$ cat src/fpes_pkg.sv
// Operation
// - Program: setup 40H/10H, then data, same address
// - Chip erase: 30H, D0H; bit 5 failure
// - Lock set: 60H, 01H at block; bit 4
// - Clear locks: 60H, D0H; bit 5 failure
// - After error, clear status before next operation
// - Write FFH afterwards to return read-array
// - Full check per operation or per series
// - Lock several blocks by repeating pair
// - Poll bit 7 until ready for completion
// - Ignore bits 6..0 while bit 7 low
package fpes_pkg;

    // ****************************************
    // Clock and pin timing
    // ****************************************
    localparam int CLK_MHZ = 40;
    localparam int WE_LOW_NS = 50;
    localparam int RECOV_NS = 30;
    localparam int RD_ACC_NS = 100;
    localparam logic [7:0] WE_LOW_CYC = 8'((WE_LOW_NS * CLK_MHZ + 999) / 1000);
    localparam logic [7:0] RECOV_CYC = 8'((RECOV_NS * CLK_MHZ + 999) / 1000);
    localparam logic [7:0] RD_ACC_CYC = 8'((RD_ACC_NS * CLK_MHZ + 999) / 1000);

    localparam int ADDR_W = 21;
    localparam int DATA_W = 16;

    // ****************************************
    // Flash command bytes
    // ****************************************
    localparam logic [7:0] FL_PROG_SETUP = 8'h40;
    localparam logic [7:0] FL_PROG_SETUP_ALT = 8'h10;
    localparam logic [7:0] FL_ERASE_ALL_SETUP = 8'h30;
    localparam logic [7:0] FL_CONFIRM = 8'hd0;
    localparam logic [7:0] FL_LOCK_SETUP = 8'h60;
    localparam logic [7:0] FL_LOCK_SET = 8'h01;
    localparam logic [7:0] FL_READ_ARRAY = 8'hff;
    localparam logic [7:0] FL_READ_STATUS = 8'h70;

    // status_reg bit positions
    localparam int SR_READY = 7;
    localparam int SR_ERASE_ERR = 5;
    localparam int SR_WRITE_ERR = 4;
    localparam int SR_VPP_LOW = 3;
    localparam int SR_PROTECT = 1;

    // Host error flag positions
    localparam int ERR_VPP = 0;
    localparam int ERR_PROT = 1;
    localparam int ERR_SEQ = 2;
    localparam int ERR_OP = 3;

    // ****************************************
    // Software register map
    // ****************************************
    localparam logic [7:0] REG_CMD = 8'h00;
    localparam logic [7:0] REG_ADDR = 8'h04;
    localparam logic [7:0] REG_WDATA = 8'h08;
    localparam logic [7:0] REG_STATUS = 8'h0c;
    localparam logic [7:0] REG_RDATA = 8'h10;
    localparam logic [7:0] REG_INT_STAT = 8'h14;
    localparam logic [7:0] REG_INT_CLR = 8'h18;
    localparam logic [7:0] REG_INT_EN = 8'h1c;

    localparam int CMD_CHECK = 4;
    localparam int CMD_EXIT = 5;
    localparam int CMD_ALT = 6;

    localparam int ST_BUSY = 0;
    localparam int ST_ERR_PEND = 1;
    localparam int ST_ERRS_LSB = 4;
    localparam int ST_SR_LSB = 8;

    localparam int IRQ_DONE = 0;
    localparam int IRQ_ERR = 1;
    localparam int IRQ_REFUSED = 2;

    typedef enum logic [3:0] {
        OP_NONE = 4'h0,
        OP_PROG = 4'h1,
        OP_ERASE_ALL = 4'h2,
        OP_LOCK_SET = 4'h3,
        OP_LOCK_CLR = 4'h4,
        OP_READ_MODE = 4'h5,
        OP_CLR_STATUS = 4'h6,
        OP_READ_STATUS = 4'h7,
        OP_ARRAY_READ = 4'h8
    } fpes_op_t;

endpackage : fpes_pkg

$ cat src/fpes_bus_cycle.sv
module fpes_bus_cycle (
    input wire logic sys_clk,
    input wire logic reset,
    input wire logic req,
    input wire logic req_wr,
    input wire logic [20:0] req_addr,
    input wire logic [15:0] req_data,
    input wire logic [15:0] fl_dq_i,
    output logic done,
    output logic [15:0] rdata,
    output logic [20:0] fl_addr,
    output logic [15:0] fl_dq_o,
    output logic fl_dq_oe_n,
    output logic fl_ce_n,
    output logic fl_oe_n,
    output logic fl_we_n
);

    typedef enum logic [2:0] {
        BC_IDLE = 3'b001,
        BC_ACT = 3'b010,
        BC_REC = 3'b100
    } fpes_bc_st_t;

    typedef struct packed {
        fpes_bc_st_t st;
        logic wr;
        logic [7:0] cnt;
        logic done;
        logic [15:0] rdata;
        logic [20:0] addr;
        logic [15:0] dq;
        logic dq_oe_n;
        logic ce_n;
        logic oe_n;
        logic we_n;
    } fpes_bc_t;

    fpes_bc_t s_r;
    fpes_bc_t s_nxt;

    // ****************************************
    // One flash bus cycle: strobe, then recovery
    // ****************************************
    always_comb
    begin
        s_nxt = s_r;
        s_nxt.done = 1'b0;
        case (s_r.st)
            BC_IDLE:
            begin
                if (req)
                begin
                    s_nxt.wr = req_wr;
                    s_nxt.addr = req_addr;
                    s_nxt.dq = req_data;
                    s_nxt.ce_n = 1'b0;
                    s_nxt.we_n = ~req_wr;
                    s_nxt.oe_n = req_wr;
                    s_nxt.dq_oe_n = ~req_wr;
                    s_nxt.cnt = (req_wr ? fpes_pkg::WE_LOW_CYC
                                        : fpes_pkg::RD_ACC_CYC) - 8'h01;
                    s_nxt.st = BC_ACT;
                end
            end
            BC_ACT:
            begin
                if (s_r.cnt != 8'h00)
                begin
                    s_nxt.cnt = s_r.cnt - 8'h01;
                end
                else
                begin
                    // Data stays driven through recovery for hold time
                    if (!s_r.wr)
                    begin
                        s_nxt.rdata = fl_dq_i;
                    end
                    s_nxt.we_n = 1'b1;
                    s_nxt.oe_n = 1'b1;
                    s_nxt.ce_n = 1'b1;
                    s_nxt.cnt = fpes_pkg::RECOV_CYC - 8'h01;
                    s_nxt.st = BC_REC;
                end
            end
            BC_REC:
            begin
                if (s_r.cnt != 8'h00)
                begin
                    s_nxt.cnt = s_r.cnt - 8'h01;
                end
                else
                begin
                    s_nxt.dq_oe_n = 1'b1;
                    s_nxt.done = 1'b1;
                    s_nxt.st = BC_IDLE;
                end
            end
            default:
            begin
                s_nxt.st = BC_IDLE;
            end
        endcase
    end

    always_ff @(posedge sys_clk)
    begin
        if (reset)
        begin
            s_r <= '{st: BC_IDLE, wr: 1'b0, cnt: 8'h00, done: 1'b0,
                     rdata: 16'h0000, addr: 21'h000000, dq: 16'h0000,
                     dq_oe_n: 1'b1, ce_n: 1'b1, oe_n: 1'b1, we_n: 1'b1};
        end
        else
        begin
            s_r <= s_nxt;
        end
    end

    assign done = s_r.done;
    assign rdata = s_r.rdata;
    assign fl_addr = s_r.addr;
    assign fl_dq_o = s_r.dq;
    assign fl_dq_oe_n = s_r.dq_oe_n;
    assign fl_ce_n = s_r.ce_n;
    assign fl_oe_n = s_r.oe_n;
    assign fl_we_n = s_r.we_n;

endmodule : fpes_bus_cycle

$ cat src/fpes_host.sv
module fpes_host #(
    parameter logic [7:0] CLR_STATUS_CMD = 8'h50
) (
    input wire logic sys_clk,
    input wire logic reset,
    input wire logic [7:0] reg_addr,
    input wire logic [31:0] reg_wdata,
    input wire logic reg_wr,
    input wire logic reg_rd,
    output logic [31:0] reg_rdata,
    output logic irq,
    input wire logic [15:0] fl_dq_i,
    output logic [15:0] fl_dq_o,
    output logic fl_dq_oe_n,
    output logic [20:0] fl_addr,
    output logic fl_ce_n,
    output logic fl_oe_n,
    output logic fl_we_n
);

    typedef enum logic [5:0] {
        HS_IDLE = 6'b000001,
        HS_CMD1 = 6'b000010,
        HS_CMD2 = 6'b000100,
        HS_POLL = 6'b001000,
        HS_ARRD = 6'b010000,
        HS_EXIT = 6'b100000
    } fpes_hs_st_t;

    typedef struct packed {
        fpes_hs_st_t st;
        fpes_pkg::fpes_op_t op;
        logic chk;
        logic ext;
        logic alt;
        logic wt;
        logic [20:0] addr;
        logic [15:0] wdata;
        logic [7:0] flsr;
        logic [3:0] errs;
        logic err_pend;
        logic [15:0] rdata;
        logic [2:0] irq_st;
        logic [2:0] irq_en;
        logic [31:0] rd_data;
        logic irq;
        logic req;
        logic req_wr;
        logic [20:0] req_addr;
        logic [15:0] req_data;
    } fpes_host_t;

    fpes_host_t s_r;
    fpes_host_t s_nxt;
    logic bc_done;
    logic [15:0] bc_rdata;

    fpes_bus_cycle u_cycle (
        .sys_clk(sys_clk),
        .reset(reset),
        .req(s_r.req),
        .req_wr(s_r.req_wr),
        .req_addr(s_r.req_addr),
        .req_data(s_r.req_data),
        .fl_dq_i(fl_dq_i),
        .done(bc_done),
        .rdata(bc_rdata),
        .fl_addr(fl_addr),
        .fl_dq_o(fl_dq_o),
        .fl_dq_oe_n(fl_dq_oe_n),
        .fl_ce_n(fl_ce_n),
        .fl_oe_n(fl_oe_n),
        .fl_we_n(fl_we_n)
    );

    logic [7:0] cmd1;
    logic [7:0] cmd2;
    logic [15:0] cmd2_data;
    logic has_cmd2;
    logic do_poll;
    logic is_modify;
    logic [3:0] new_errs;
    logic [2:0] ev;
    logic [7:0] sr;
    fpes_pkg::fpes_op_t wop;
    logic wop_ok;

    // ****************************************
    // Command bytes for the current operation
    // ****************************************
    always_comb
    begin
        cmd1 = fpes_pkg::FL_READ_ARRAY;
        cmd2 = fpes_pkg::FL_CONFIRM;
        has_cmd2 = 1'b0;
        do_poll = 1'b0;
        case (s_r.op)
            fpes_pkg::OP_PROG:
            begin
                cmd1 = s_r.alt ? fpes_pkg::FL_PROG_SETUP_ALT
                               : fpes_pkg::FL_PROG_SETUP;
                has_cmd2 = 1'b1;
                do_poll = 1'b1;
            end
            fpes_pkg::OP_ERASE_ALL:
            begin
                cmd1 = fpes_pkg::FL_ERASE_ALL_SETUP;
                has_cmd2 = 1'b1;
                do_poll = 1'b1;
            end
            fpes_pkg::OP_LOCK_SET:
            begin
                // One pair per block; software repeats for a series
                cmd1 = fpes_pkg::FL_LOCK_SETUP;
                cmd2 = fpes_pkg::FL_LOCK_SET;
                has_cmd2 = 1'b1;
                do_poll = 1'b1;
            end
            fpes_pkg::OP_LOCK_CLR:
            begin
                cmd1 = fpes_pkg::FL_LOCK_SETUP;
                has_cmd2 = 1'b1;
                do_poll = 1'b1;
            end
            fpes_pkg::OP_CLR_STATUS:
            begin
                cmd1 = CLR_STATUS_CMD;
            end
            fpes_pkg::OP_READ_STATUS:
            begin
                cmd1 = fpes_pkg::FL_READ_STATUS;
                do_poll = 1'b1;
            end
            default:
            begin
                cmd1 = fpes_pkg::FL_READ_ARRAY;
            end
        endcase
        // Program data goes to the same location as its setup
        cmd2_data = (s_r.op == fpes_pkg::OP_PROG) ? s_r.wdata
                                                  : {8'h00, cmd2};
    end

    // ****************************************
    // Status decode once the part reports ready
    // ****************************************
    always_comb
    begin
        sr = bc_rdata[7:0];
        new_errs = 4'h0;
        new_errs[fpes_pkg::ERR_VPP] = sr[fpes_pkg::SR_VPP_LOW];
        new_errs[fpes_pkg::ERR_PROT] = sr[fpes_pkg::SR_PROTECT];
        new_errs[fpes_pkg::ERR_SEQ] = sr[fpes_pkg::SR_ERASE_ERR]
                                    & sr[fpes_pkg::SR_WRITE_ERR];
        case (s_r.op)
            fpes_pkg::OP_ERASE_ALL, fpes_pkg::OP_LOCK_CLR:
            begin
                new_errs[fpes_pkg::ERR_OP] = sr[fpes_pkg::SR_ERASE_ERR]
                    & ~new_errs[fpes_pkg::ERR_SEQ];
            end
            fpes_pkg::OP_PROG, fpes_pkg::OP_LOCK_SET:
            begin
                new_errs[fpes_pkg::ERR_OP] = sr[fpes_pkg::SR_WRITE_ERR]
                    & ~new_errs[fpes_pkg::ERR_SEQ];
            end
            default:
            begin
                new_errs[fpes_pkg::ERR_OP] = (sr[fpes_pkg::SR_ERASE_ERR]
                    | sr[fpes_pkg::SR_WRITE_ERR])
                    & ~new_errs[fpes_pkg::ERR_SEQ];
            end
        endcase
        wop = fpes_pkg::fpes_op_t'(reg_wdata[3:0]);
        is_modify = (wop == fpes_pkg::OP_PROG)
                  || (wop == fpes_pkg::OP_ERASE_ALL)
                  || (wop == fpes_pkg::OP_LOCK_SET)
                  || (wop == fpes_pkg::OP_LOCK_CLR);
        wop_ok = is_modify || (wop == fpes_pkg::OP_READ_MODE)
               || (wop == fpes_pkg::OP_CLR_STATUS)
               || (wop == fpes_pkg::OP_READ_STATUS)
               || (wop == fpes_pkg::OP_ARRAY_READ);
    end

    // ****************************************
    // Sequencer and register file
    // ****************************************
    always_comb
    begin
        s_nxt = s_r;
        s_nxt.req = 1'b0;
        ev = 3'b000;
        case (s_r.st)
            HS_IDLE:
            begin
                if (reg_wr && reg_addr == fpes_pkg::REG_CMD)
                begin
                    // A new modify is refused while an error is pending, until a clear status
                    if (!wop_ok || (is_modify && s_r.err_pend))
                    begin
                        ev[fpes_pkg::IRQ_REFUSED] = 1'b1;
                    end
                    else
                    begin
                        s_nxt.op = wop;
                        s_nxt.chk = reg_wdata[fpes_pkg::CMD_CHECK];
                        s_nxt.ext = reg_wdata[fpes_pkg::CMD_EXIT];
                        s_nxt.alt = reg_wdata[fpes_pkg::CMD_ALT];
                        s_nxt.st = (wop == fpes_pkg::OP_ARRAY_READ)
                                 ? HS_ARRD : HS_CMD1;
                    end
                end
            end
            HS_CMD1, HS_CMD2, HS_EXIT:
            begin
                if (!s_r.wt)
                begin
                    s_nxt.req = 1'b1;
                    s_nxt.req_wr = 1'b1;
                    s_nxt.req_addr = s_r.addr;
                    s_nxt.req_data = (s_r.st == HS_CMD2) ? cmd2_data
                        : {8'h00, (s_r.st == HS_EXIT)
                                  ? fpes_pkg::FL_READ_ARRAY : cmd1};
                    s_nxt.wt = 1'b1;
                end
                else if (bc_done)
                begin
                    s_nxt.wt = 1'b0;
                    if (s_r.st == HS_CMD1 && has_cmd2)
                    begin
                        s_nxt.st = HS_CMD2;
                    end
                    else if (s_r.st != HS_EXIT && do_poll)
                    begin
                        s_nxt.st = HS_POLL;
                    end
                    else
                    begin
                        if (s_r.op == fpes_pkg::OP_CLR_STATUS)
                        begin
                            s_nxt.errs = 4'h0;
                            s_nxt.err_pend = 1'b0;
                        end
                        ev[fpes_pkg::IRQ_DONE] = 1'b1;
                        s_nxt.st = HS_IDLE;
                    end
                end
            end
            HS_POLL, HS_ARRD:
            begin
                if (!s_r.wt)
                begin
                    // After confirm, plain reads return status
                    s_nxt.req = 1'b1;
                    s_nxt.req_wr = 1'b0;
                    s_nxt.req_addr = s_r.addr;
                    s_nxt.wt = 1'b1;
                end
                else if (bc_done)
                begin
                    s_nxt.wt = 1'b0;
                    if (s_r.st == HS_ARRD)
                    begin
                        s_nxt.rdata = bc_rdata;
                        ev[fpes_pkg::IRQ_DONE] = 1'b1;
                        s_nxt.st = HS_IDLE;
                    end
                    // Busy answers carry no valid low bits
                    else if (sr[fpes_pkg::SR_READY])
                    begin
                        s_nxt.flsr = sr;
                        if (s_r.chk && new_errs != 4'h0)
                        begin
                            // Errors pile up like the part's own bits
                            s_nxt.errs = s_r.errs | new_errs;
                            s_nxt.err_pend = 1'b1;
                            ev[fpes_pkg::IRQ_ERR] = 1'b1;
                        end
                        if (s_r.ext)
                        begin
                            s_nxt.st = HS_EXIT;
                        end
                        else
                        begin
                            ev[fpes_pkg::IRQ_DONE] = 1'b1;
                            s_nxt.st = HS_IDLE;
                        end
                    end
                end
            end
            default:
            begin
                s_nxt.st = HS_IDLE;
            end
        endcase
        if (reg_wr && reg_addr == fpes_pkg::REG_CMD && s_r.st != HS_IDLE)
        begin
            ev[fpes_pkg::IRQ_REFUSED] = 1'b1;
        end
        if (reg_wr && reg_addr == fpes_pkg::REG_ADDR)
        begin
            s_nxt.addr = reg_wdata[20:0];
        end
        if (reg_wr && reg_addr == fpes_pkg::REG_WDATA)
        begin
            s_nxt.wdata = reg_wdata[15:0];
        end
        if (reg_wr && reg_addr == fpes_pkg::REG_INT_EN)
        begin
            s_nxt.irq_en = reg_wdata[2:0];
        end
        // A fresh event beats a clear in the same cycle
        if (reg_wr && reg_addr == fpes_pkg::REG_INT_CLR)
        begin
            s_nxt.irq_st = (s_r.irq_st & ~reg_wdata[2:0]) | ev;
        end
        else
        begin
            s_nxt.irq_st = s_r.irq_st | ev;
        end
        s_nxt.irq = |(s_nxt.irq_st & s_nxt.irq_en);
        s_nxt.rd_data = 32'h00000000;
        if (reg_rd)
        begin
            case (reg_addr)
                fpes_pkg::REG_CMD:
                    s_nxt.rd_data = {25'h0000000, s_r.alt, s_r.ext, s_r.chk,
                                     s_r.op};
                fpes_pkg::REG_ADDR:
                    s_nxt.rd_data = {11'h000, s_r.addr};
                fpes_pkg::REG_WDATA:
                    s_nxt.rd_data = {16'h0000, s_r.wdata};
                fpes_pkg::REG_STATUS:
                    s_nxt.rd_data = {16'h0000, s_r.flsr, s_r.errs, 2'b00,
                                     s_r.err_pend, s_r.st != HS_IDLE};
                fpes_pkg::REG_RDATA:
                    s_nxt.rd_data = {16'h0000, s_r.rdata};
                fpes_pkg::REG_INT_STAT:
                    s_nxt.rd_data = {29'h00000000, s_r.irq_st};
                fpes_pkg::REG_INT_EN:
                    s_nxt.rd_data = {29'h00000000, s_r.irq_en};
                default:
                    s_nxt.rd_data = 32'h00000000;
            endcase
        end
    end

    always_ff @(posedge sys_clk)
    begin
        if (reset)
        begin
            s_r <= '{st: HS_IDLE, op: fpes_pkg::OP_NONE, chk: 1'b0,
                     ext: 1'b0, alt: 1'b0, wt: 1'b0, addr: 21'h000000,
                     wdata: 16'h0000, flsr: 8'h00, errs: 4'h0,
                     err_pend: 1'b0, rdata: 16'h0000, irq_st: 3'h0,
                     irq_en: 3'h0, rd_data: 32'h00000000, irq: 1'b0,
                     req: 1'b0, req_wr: 1'b0, req_addr: 21'h000000,
                     req_data: 16'h0000};
        end
        else
        begin
            s_r <= s_nxt;
        end
    end

    assign reg_rdata = s_r.rd_data;
    assign irq = s_r.irq;

endmodule : fpes_host

$ cat config.mk
export PLATFORM = sky130hd
export DESIGN_NAME = fpes_host
export DESIGN_NICKNAME = d
export VERILOG_FILES = /design/src/fpes_pkg.sv /design/src/fpes_bus_cycle.sv /design/src/fpes_host.sv
export SDC_FILE = /design/constraint.sdc
export NUM_CORES = 1
export LEC_CHECK = 0
export ABC_AREA = 0
export ABC_CLOCK_PERIOD_IN_PS = 3300
export BUFFER_PORTS_ARGS = -buffer_cell sky130_fd_sc_hd__buf_2
export CAP_MARGIN = 15
export CORE_AREA = 5 5 133 135
export DETAILED_ROUTE_END_ITERATION = 8
export DIE_AREA = 0 0 138 140
export GPL_TIMING_DRIVEN = 0
export PLACE_DENSITY = 0.75
export SLEW_MARGIN = 40
export SYNTH_ARGS = -nofsm -noshare
export SYNTH_HDL_FRONTEND = slang
export SYNTH_SLANG_ARGS = --single-unit
$ cat constraint.sdc
create_clock -name sys_clk -period 3.3 [get_ports sys_clk]
set_input_delay 0.33 -clock sys_clk [delete_from_list [all_inputs] [get_ports sys_clk]]
set_output_delay 0.33 -clock sys_clk [all_outputs]
set_load 0.02 [all_outputs]
==> results of run 1 <==
-- flip-flops by register name (all words and copies together) (netlist names) --
signal              flops
u_cycle.fl_ce_n         1
u_cycle.rdata          16
u_cycle.fl_we_n         1
reg_rdata              21
s_r                   125
u_cycle.fl_oe_n         1
irq                     1
u_cycle.s_r            12
u_cycle.fl_dq_oe_n      1
u_cycle.fl_dq_o        16
u_cycle.done            1
u_cycle.fl_addr        21
-- cells by family (layout without fill, tap and decap cells) --
logic type	count (synthesis)	in the layout	share of synthesized area, %
DFF	217	217	47.73
AOI/OAI and AO/OA	256	256	16.54
muxes	19	19	2.158
buffers and inverters	156	307	9.513
and+or+nand+nor	475	475	22.81
other	1	11	0.04120
xor gates and xnor gates	10	10	0.9624
adders and majority gates	2	2	0.2474
-- tightest hold or removal path, cell delays in order --
cell	delay, ns
buf_2	0.09
nand2_1	0.04
a21oi_1	0.05
-- power groups by stage --
stage,Combinational [mW],Clock [mW],Sequential (mW)
after global placement,0.145,0,2.68
after floorplan,0.0723,0,2.68
after detailed placement,0.145,0,2.68
after global routing,0.158,2.76,2.62
final,0.148,2.62,2.62
after CTS,0.146,2.65,2.62
-- metrics by stage --
stage                     worst slack (ns)  area [um^2]  hold WS [ns]  power, mW
after floorplan                     0.9737         9139        0.4313      2.751
after global placement              0.3875         9965        0.4412      2.824
after detailed placement            0.6016         9977        0.4457      2.824
after CTS                           0.5946        10750       0.04837      5.413
after global routing                0.3640        10750       0.05200      5.541
final                               0.5784        10750       0.05875      5.390
-- cells in the mapped netlist (4+ instances only) --
| cell | n | area share [%] |
|---|---|---|
| or3_1 | 5 | 0.34 |
| xor2_1 | 8 | 0.77 |
| and4_1 | 4 | 0.38 |
| a21oi_1 | 168 | 9.2 |
| clkbuf_1 | 67 | 2.8 |
| nor3b_1 | 7 | 0.58 |
| nand3_1 | 16 | 0.88 |
| nor4_1 | 8 | 0.55 |
| nand2b_1 | 10 | 0.69 |
| o21a_1 | 4 | 0.33 |
| a211oi_1 | 11 | 0.91 |
| a31oi_1 | 9 | 0.62 |
| o21ai_0 | 16 | 0.88 |
| nand2_1 | 316 | 13 |
| a222oi_1 | 14 | 1.5 |
| dfxtp_1 | 217 | 48 |
| a22oi_1 | 8 | 0.66 |
| mux2i_1 | 14 | 1.5 |
| nor2_1 | 60 | 2.5 |
| buf_4 | 70 | 5.8 |
| nor3_1 | 16 | 0.88 |
| inv_1 | 15 | 0.62 |
| mux2_2 | 5 | 0.62 |
| nor2b_1 | 4 | 0.27 |
| a31o_2 | 4 | 0.38 |
| and2_1 | 5 | 0.34 |
-- routing by layer --
| metal | global-route usage (%) | up-vias | wire length, um |
|---|---|---|---|
| met1 | 31.76 | 3763 | 10740 |
| met5 | 0 | - | 0 |
| met4 | 9.048 | 0 | 750 |
| met3 | 5.010 | 52 | 1864 |
| li1 | - | 4071 | - |
| met2 | 42.01 | 303 | 11730 |
-- layout make-up --
| type | count | share of cell area [%] |
|---|---|---|
| Clock buffer | 35 | 6.147 |
| Clock inverter | 6 | 1.013 |
| Buffer | 141 | 7.533 |
| Sequential cell | 217 | 40.42 |
| Inverter | 15 | 0.5239 |
| Timing Repair Buffer | 110 | 5.123 |
| Multi-Input combinational cell | 773 | 36.67 |
| Tap cell | 220 | 2.561 |
-- worst min-delay path by stage --
| stage | cells after the start | endpoint | start | slack, ns |
|---|---|---|---|---|
| detailed placement | 2 | s_r[86] | u_cycle.rdata[8] | 0.45 |
| global placement | 2 | s_r[10] | s_r[10] | 0.44 |
| floorplan | 2 | reg_rdata[10] | s_r[101] | 0.43 |
| global route | 3 | s_r[140] | reg_wdata[17] | 0.05 |
| CTS | 3 | u_cycle.rdata[6] | fl_dq_i[6] | 0.05 |
| finish | 3 | u_cycle.rdata[6] | fl_dq_i[6] | 0.06 |
==> flow_metrics.py, run 1 <==
metrics = {
    "clocking": {
        "postCtsSetupRepairBufs": 0,
        "cts_buffers": 23,
        "root_buffer": "clkbuf_16",
        "cts_tree": "built",
        "htree_levels": 1,
        "ctsHoldBuffers": 0,
        "clk_pin_slew_ns": 0.06,
        "clockBufferDepth": 3,
        "clkSinkCount": 217,
        "clk_latency_ns": 0.51,
        "postCtsResizedCells": 0,
    },
    "cells_and_area": {
        "final_util_pct": 65.74,
        "final_cell_mix": "316 x nand2_1, 217 x dfxtp_1, 168 x a21oi_1",
        "final_cells": 1517,
        "seqCellArea_um2": 4344,
        "diodes": 0,
        "drive_gt1_share_pct": 18.50,
        "multiInputGateArea_um2": 3941,
        "area_growth_pct": 18.08,
        "nFillCells": 1492,
        "mostFrequentLayoutCell": "nand2_1",
        "nets": 1342,
    },
    "worst_setup_path": {
        "startpoint": "u_cycle.s_r[60]",
        "crit_slowest_cell": "or4_4",
        "crit_path_frequent_cell": "or4_4",
        "path_max_fanout": 10,
        "r2r_cells": 9,
        "crit_end": "u_cycle.rdata[15]",
        "path_cells": "or4_4, or4_4, buf_6, nor3_2, nand2b_1, clkbuf_1, buf_2, nand2_1, a21oi_1",
        "max_stage_delay_ns": 0.55,
        "crit_cells": 9,
        "worst_ep_arrival_time_ns": 3.09,
        "cp_top_family": "simple AND/OR/NAND/NOR gates",
        "end_kind": "flop",
        "critical_path_class": "flop to flop",
        "crit_buf_inv": 3,
        "r2r_end": "u_cycle.rdata[15]",
        "start_kind": "flop",
        "reg2reg_from": "u_cycle.s_r[60]",
        "r2r_setup_slack_ns": 0.58,
        "cp.required_ns": 3.66,
    },
    "detailed_routing": {
        "firstDrtPassIters": 6,
        "drtIter0Drc": 721,
        "ant_nets": 0,
        "dr_total_vias": 8189,
        "drt_wl_total_um": 25090,
        "routedWlPerCell_um": 16.54,
        "via_per_inst": 5.398,
        "drcViolationCount": 0,
    },
    "synthesis": {
        "ys_seq_area_share_pct": 47.73,
        "ys_types": 61,
        "avgSynthCellArea_um2": 8.012,
        "async_flop_share_pct": 0,
        "synth_area_um2": 9101,
        "ys_ff_latch": 217,
        "yosys_warnings": 0,
        "yosys_most_used_dff": "dfxtp_1",
        "syn_inst": 1136,
        "synth_edf_count": 0,
    },
    "placed_design": {
        "place.gp.congestion": 0.9894,
        "io_buffers": 110,
        "dpl.hpwl_um": 18890,
        "dpl.cell_count": 1476,
    },
    "pwr": {
        "p_clk_share_pct": 48.6,
        "max-vdd-ir-drop_v": 0.0004858,
        "p_int_mw": 4.276,
        "p_sw_share_pct": 20.67,
        "p_sw_mw": 1.114,
        "pwr-share-comb_pct": 2.7,
        "seq_power_share_pct": 48.6,
        "p_leak_nw": 3.959,
        "powerDensity_nw_per_um2": 501.6,
    },
    "timing": {
        "finalCritPeriodShare_pct": 82.47,
        "worst_pin_slew_ns": 0.8611,
        "hold_violations": 0,
        "finalSetupViolations": 0,
        "fin_crit_ns": 2.722,
        "setup-tns-final_ns": 0,
        "rsz0062_at_grt": "no",
        "maxSlewHeadroom_pct": 42.15,
        "finalMaxSlewViolations": 0,
        "max_freq_ghz": 0.3674,
        "fin_skew_ns": 0.01712,
    },
    "floorplanning": {
        "die-area_um2": 19320,
        "initial_core_util_pct": 55.67,
        "boundaryPins": 134,
        "die_w_um": 138,
        "die_y_um": 140,
        "rows": 47,
        "coreArea_um2": 16350,
    },
    "run_status": {
        "status": "complete, no violations",
    },
    "global_routing": {
        "grt_start_max_net_pins": 14,
        "grt_use_total_pct": 24.89,
        "grt_pass1_vias": 7843,
        "antenna_found_initial": 0,
        "grt_overflow": 0,
        "grt_pass1_wl_um": 39860,
    },
    "run": {
        "max_cap_viol_count": 0,
    },
    "worst_hold_path": {
        "hold_path.class": "primary input to flop",
    },
}
Power figures use the tool's default switching activity.
==> run 2: changes to the inputs <==
- ABC_CLOCK_PERIOD_IN_PS: 3300 -> 2800
- clock period: 3.3 -> 2.8 ns (I/O delays scaled with it)
==> run 2 against run 1 <==
  * Register-to-register slack got worse by 0.35 ns
  * First-iteration DRC count decreased by 11%
  * Worst hold slack got worse by 0.046 ns
  * Sequential cell count unchanged
==> flow_metrics.py, run 2 (synthesis gave the netlist of run 1 again) <==
metrics = {
    "run_status": {
        "status": "complete, no violations",
    },
    "clocking": {
        "cts_tree": "built",
        "clk_pin_slew_ns": 0.06,
        "cts_buffers": 23,
        "clockBufferDepth": 3,
        "clkSinkCount": 217,
        "root_buffer": "clkbuf_16",
        "htree_levels": 1,
        "clk_latency_ns": 0.51,
    },
    "floorplanning": {
        "die-area_um2": 19320,
        "rows": 47,
        "boundaryPins": 134,
        "initial_core_util_pct": 55.67,
        "coreArea_um2": 16350,
        "die_y_um": 140,
        "die_w_um": 138,
    },
    "detailed_routing": {
        "dr_total_vias": 8222,
        "drt_wl_total_um": 25110,
        "drtIter0Drc": 640,
        "via_per_inst": 5.416,
        "firstDrtPassIters": 6,
        "ant_nets": 0,
        "routedWlPerCell_um": 16.54,
        "drcViolationCount": 0,
    },
    "worst_setup_path": {
        "max_stage_delay_ns": 0.55,
        "critical_path_class": "flop to flop",
        "reg2reg_from": "u_cycle.s_r[60]",
        "r2r_end": "u_cycle.rdata[15]",
        "startpoint": "u_cycle.s_r[60]",
        "crit_slowest_cell": "or4_4",
        "crit_end": "u_cycle.rdata[15]",
        "end_kind": "flop",
        "path_max_fanout": 10,
        "crit_buf_inv": 3,
        "r2r_cells": 9,
        "cp.required_ns": 3.16,
        "r2r_setup_slack_ns": 0.23,
        "crit_cells": 9,
        "worst_ep_arrival_time_ns": 2.93,
        "path_cells": "or4_4, or4_4, buf_6, nor3_4, nand2b_4, clkbuf_1, buf_2, nand2_1, a21oi_1",
        "cp_top_family": "simple AND/OR/NAND/NOR gates",
        "start_kind": "flop",
        "crit_path_frequent_cell": "or4_4",
    },
    "global_routing": {
        "gr-usage-met3_pct": 5.010,
        "grt_pass1_vias": 7849,
        "grtUsageMet1_pct": 31.74,
        "use_met2_pct": 42.11,
        "grt_overflow": 0,
        "antenna_found_initial": 0,
        "busiest_layer": "met2",
        "grt_pass1_wl_um": 39890,
        "grt_start_max_net_pins": 14,
        "grt_use_total_pct": 24.91,
    },
    "pwr": {
        "p_leak_nw": 3.964,
        "p_sw_mw": 1.314,
        "p_clk_share_pct": 48.6,
        "powerDensity_nw_per_um2": 590.0,
        "pwr-share-comb_pct": 2.8,
        "p_sw_share_pct": 20.68,
        "seq_power_share_pct": 48.6,
        "p_int_mw": 5.041,
        "max-vdd-ir-drop_v": 0.0005722,
    },
    "timing": {
        "hold_violations": 0,
        "fin_skew_ns": 0.01800,
        "layout_setup_ws_ns": 0.2323,
        "worst_pin_slew_ns": 0.8809,
        "finalSetupViolations": 0,
        "rsz0062_at_grt": "no",
        "finalMaxSlewViolations": 0,
        "max_freq_ghz": 0.3895,
        "fin_crit_ns": 2.568,
        "finalCritPeriodShare_pct": 91.70,
        "maxSlewHeadroom_pct": 40.82,
    },
    "placed_design": {
        "io_buffers": 110,
        "detailedPlace.worstSlack_ns": 0.1016,
        "place.gp.congestion": 0.9894,
        "dpl.hpwl_um": 18890,
        "dpl.cell_count": 1476,
    },
    "cells_and_area": {
        "diodes": 0,
        "max_flop_register": "s_r",
        "drive_gt1_share_pct": 18.57,
        "nFillCells": 1488,
        "largest_reg_flops": 125,
        "nets": 1343,
        "area_growth_pct": 18.34,
        "final_cell_mix": "316 x nand2_1, 217 x dfxtp_1, 168 x a21oi_1",
        "mostFrequentLayoutCell": "nand2_1",
        "final_cells": 1518,
    },
    "run": {
        "max_cap_viol_count": 0,
    },
    "worst_hold_path": {
        "hold_path.class": "primary input to flop",
    },
}
==> run 2: per-layer routing <==
metal,share of wire (%),up-vias
li1,-,4066
met1,42,3763
met2,47,333
met3,7.7,60
met4,3.3,0
met5,0,-
==> run 2: how the worst min path moves through the flow <==
stage | start | end | cells after the start
floorplan | fl_dq_i[10] | u_cycle.rdata[10] | 2
global placement | s_r[10] | s_r[10] | 2
detailed placement | u_cycle.rdata[8] | s_r[86] | 2
CTS | fl_dq_i[11] | u_cycle.rdata[11] | 3
global route | reg_wdata[17] | s_r[140] | 3
finish | reg_wdata[17] | s_r[140] | 3
==> run 2: power groups by stage <==
| stage | registers (mW) | clock network (mW) | logic [mW] |
|---|---|---|---|
| 2_1_floorplan | 3.16 | 0 | 0.0852 |
| 3_3_place_gp | 3.16 | 0 | 0.171 |
| 3_5_place_dp | 3.16 | 0 | 0.171 |
| 4_1_cts | 3.09 | 3.12 | 0.173 |
| 5_1_grt | 3.09 | 3.26 | 0.187 |
| 6_report | 3.09 | 3.09 | 0.176 |
==> run 2: layout make-up <==
class                           instances  area [um^2]  share of cell area, %
Sequential cell                       217         4344                  40.33
Multi-Input combinational cell        773         3955                  36.72
Buffer                                141        809.5                  7.516
Clock buffer                           35        660.6                  6.134
Timing Repair Buffer                  111        560.5                  5.204
Tap cell                              220        275.3                  2.556
Clock inverter                          6        108.9                  1.011
Inverter                               15        56.30                 0.5228
==> run 2: timing repair <==
action,4_1_cts,5_1_grt
hold buffers,1,0
setup buffers,0,0
hold endpoints to repair,1,0
resized for setup,0,2
endpoints found under the setup margin,0,10
==> run 2: stage by stage <==
stage | power, mW | hold WS (ns) | area [um^2] | util (%) | setup TNS, ns
after floorplan | 3.242 | 0.4160 | 9139 | - | 0
after global routing | 6.532 | 0.002000 | 10770 | 65.88 | 0
final | 6.355 | 0.01294 | 10770 | 65.88 | 0
after global placement | 3.328 | 0.4412 | 9965 | 60.95 | -0.1067
after CTS | 6.381 | 0.001779 | 10760 | 65.80 | 0
after detailed placement | 3.328 | 0.4457 | 9977 | 61.03 | 0
==> run 2: tightest hold or removal path, stage by stage <==
cell	delay, ns
buf_2	0.10
nand2_1	0.05
a21oi_1	0.05
==> run 3: changes to the inputs <==
- PLACE_DENSITY: 0.75 -> 0.77
==> run 3 against run 2 <==
  * Utilization grew 0.084 points
  * Total power grew 0.96%
  * Clock skew shrank 0.012 ns
  * Setup slack lost 0.051 ns
  * Global-route usage grew 0.43 points
  * Combinational power is essentially flat
  * Fmax shrank 2.0%
  * Critical path type unchanged
  * Largest cell class unchanged
==> flow_metrics.py, run 3 (synthesis gave the netlist of run 1 again) <==
metrics = {
    "run_status": {
        "status": "complete, no violations",
    },
    "worst_setup_path": {
        "cp.required_ns": 3.23,
        "path_max_fanout": 10,
        "critical_path_class": "flop to flop",
        "worst_ep_arrival_time_ns": 3.05,
        "end_kind": "flop",
        "start_kind": "flop",
        "reg2reg_from": "s_r[157]",
        "max_stage_delay_ns": 0.45,
        "crit_slowest_cell": "clkbuf_1",
        "path_cells": "clkbuf_1, o21ai_0, o211ai_1, nand2b_1, nand2b_1, clkbuf_1, nand2_1, a21oi_1",
        "startpoint": "s_r[157]",
        "r2r_setup_slack_ns": 0.18,
    },
    "global_routing": {
        "grt_start_max_net_pins": 16,
        "antenna_found_initial": 0,
        "grt_pass1_wl_um": 40280,
        "grt_overflow": 0,
        "grt_use_total_pct": 25.34,
        "grt_pass1_vias": 7694,
    },
    "timing": {
        "layout_setup_ws_ns": 0.1809,
        "worst_pin_slew_ns": 0.8042,
        "finalCritPeriodShare_pct": 93.54,
        "max_freq_ghz": 0.3818,
        "fin_skew_ns": 0.006196,
        "fin_crit_ns": 2.619,
        "finalMaxSlewViolations": 0,
        "maxSlewHeadroom_pct": 46.39,
        "hold_violations": 0,
        "finalSetupViolations": 0,
        "rsz0062_at_grt": "no",
    },
    "worst_hold_path": {
        "hold_path.class": "primary input to flop",
        "min_from": "fl_dq_i[6]",
    },
    "run": {
        "max_cap_viol_count": 0,
    },
    "pwr": {
        "max-vdd-ir-drop_v": 0.0004586,
        "p_int_mw": 5.061,
        "seq_power_share_pct": 48.1,
        "p_leak_nw": 3.956,
        "powerDensity_nw_per_um2": 595.0,
        "power_mw": 6.416,
        "p_sw_share_pct": 21.12,
        "p_clk_share_pct": 49.1,
        "p_sw_mw": 1.355,
        "pwr-share-comb_pct": 2.8,
    },
    "clocking": {
        "clk_pin_slew_ns": 0.06,
        "root_buffer": "clkbuf_16",
        "postCtsSetupRepairBufs": 0,
        "clockBufferDepth": 3,
        "clk_latency_ns": 0.50,
        "clkSinkCount": 217,
        "htree_levels": 1,
        "cts_tree": "built",
        "cts_buffers": 23,
    },
    "detailed_routing": {
        "via_per_inst": 5.458,
        "dr_total_vias": 8274,
        "firstDrtPassIters": 6,
        "routedWlPerCell_um": 16.94,
        "drt_wl_total_um": 25680,
        "drtIter0Drc": 745,
        "drcViolationCount": 0,
        "ant_nets": 0,
    },
    "placed_design": {
        "detailedPlace.worstSlack_ns": 0.02681,
        "io_buffers": 110,
        "place.gp.congestion": 0.9521,
        "dpl.hpwl_um": 18910,
    },
    "cells_and_area": {
        "drive_gt1_share_pct": 18.90,
        "nets": 1342,
        "max_flop_register": "s_r",
        "largest_reg_flops": 125,
        "final_cell_mix": "316 x nand2_1, 217 x dfxtp_1, 168 x a21oi_1",
        "mostFrequentLayoutCell": "nand2_1",
        "diodes": 0,
        "area_growth_pct": 18.49,
    },
    "floorplanning": {
        "initial_core_util_pct": 55.67,
        "die_y_um": 140,
        "die-area_um2": 19320,
        "coreArea_um2": 16350,
        "die_w_um": 138,
        "rows": 47,
        "boundaryPins": 134,
    },
}
-- run 3: cell types whose count changed in the layout (fill, tap and decap cells not counted) --
cell / previous run / this run
nor3_1: 15 / 14
clkinv_2: 2 / 0
clkbuf_8: 4 / 5
clkbuf_1: 75 / 71
clkinvlp_4: 0 / 4
dlygate4sd3_1: 1 / 0
nor3_2: 2 / 3
-- run 3: power groups by stage --
stage / Sequential (mW) / Combinational (mW) / Clock [mW]
2_1_floorplan: 3.16 / 0.0852 / 0
3_3_place_gp: 3.16 / 0.174 / 0
3_5_place_dp: 3.16 / 0.175 / 0
4_1_cts: 3.09 / 0.175 / 3.18
5_1_grt: 3.09 / 0.189 / 3.31
6_report: 3.09 / 0.179 / 3.15
-- run 3: final cells by class --
cell class / count / area [um^2]
buffer: 141 / 809.5
clock buffer: 32 / 659.4
clock inverter: 8 / 128.9
fill: 1434 / 5564
inverter: 15 / 56.30
multi-input combinational: 773 / 3960
sequential: 217 / 4344
tap: 220 / 275.3
timing repair buffer: 110 / 550.5
-- run 3: metal layers --
metal,GRT usage (%),up-vias,routed length [um]
met5,0,-,0
met4,10.19,0,1037
met3,4.942,73,2052
met2,41.34,350,11760
met1,33.25,3783,10830
li1,-,4068,-
-- run 3: final timing paths --
check,end,cells past startpoint
min,u_cycle.rdata[6],3
max reg2reg,s_r[30],8
max,s_r[30],8
min reg2reg,s_r[12],2
-- run 3: metrics by stage --
stage | setup TNS, ns | cell area, um^2 | std cells | hold slack [ns] | util [%]
2_1_floorplan | 0 | 9139 | 1146 | 0.4160 | -
3_3_place_gp | -0.07412 | 9965 | 1476 | 0.4412 | 60.95
3_5_place_dp | 0 | 9977 | 1476 | 0.4429 | 61.03
4_1_cts | 0 | 10770 | 1516 | 0.002583 | 65.85
5_1_grt | 0 | 10780 | 1516 | 0.01931 | 65.97
6_report | 0 | 10780 | 1516 | 0.01268 | 65.97
-- run 3: timing repair --
item	CTS	global route
endpoints found under the setup margin	0	10
gates resized for setup	0	2
hold buffers	0	0
-- run 3: critical path: cells and delay by family, from the launching register on --
kind	cells	cell delay (ns)
buf+inv	2	0.79
simple gates	3	0.77
compound gates	3	0.66
flops	1	0.33
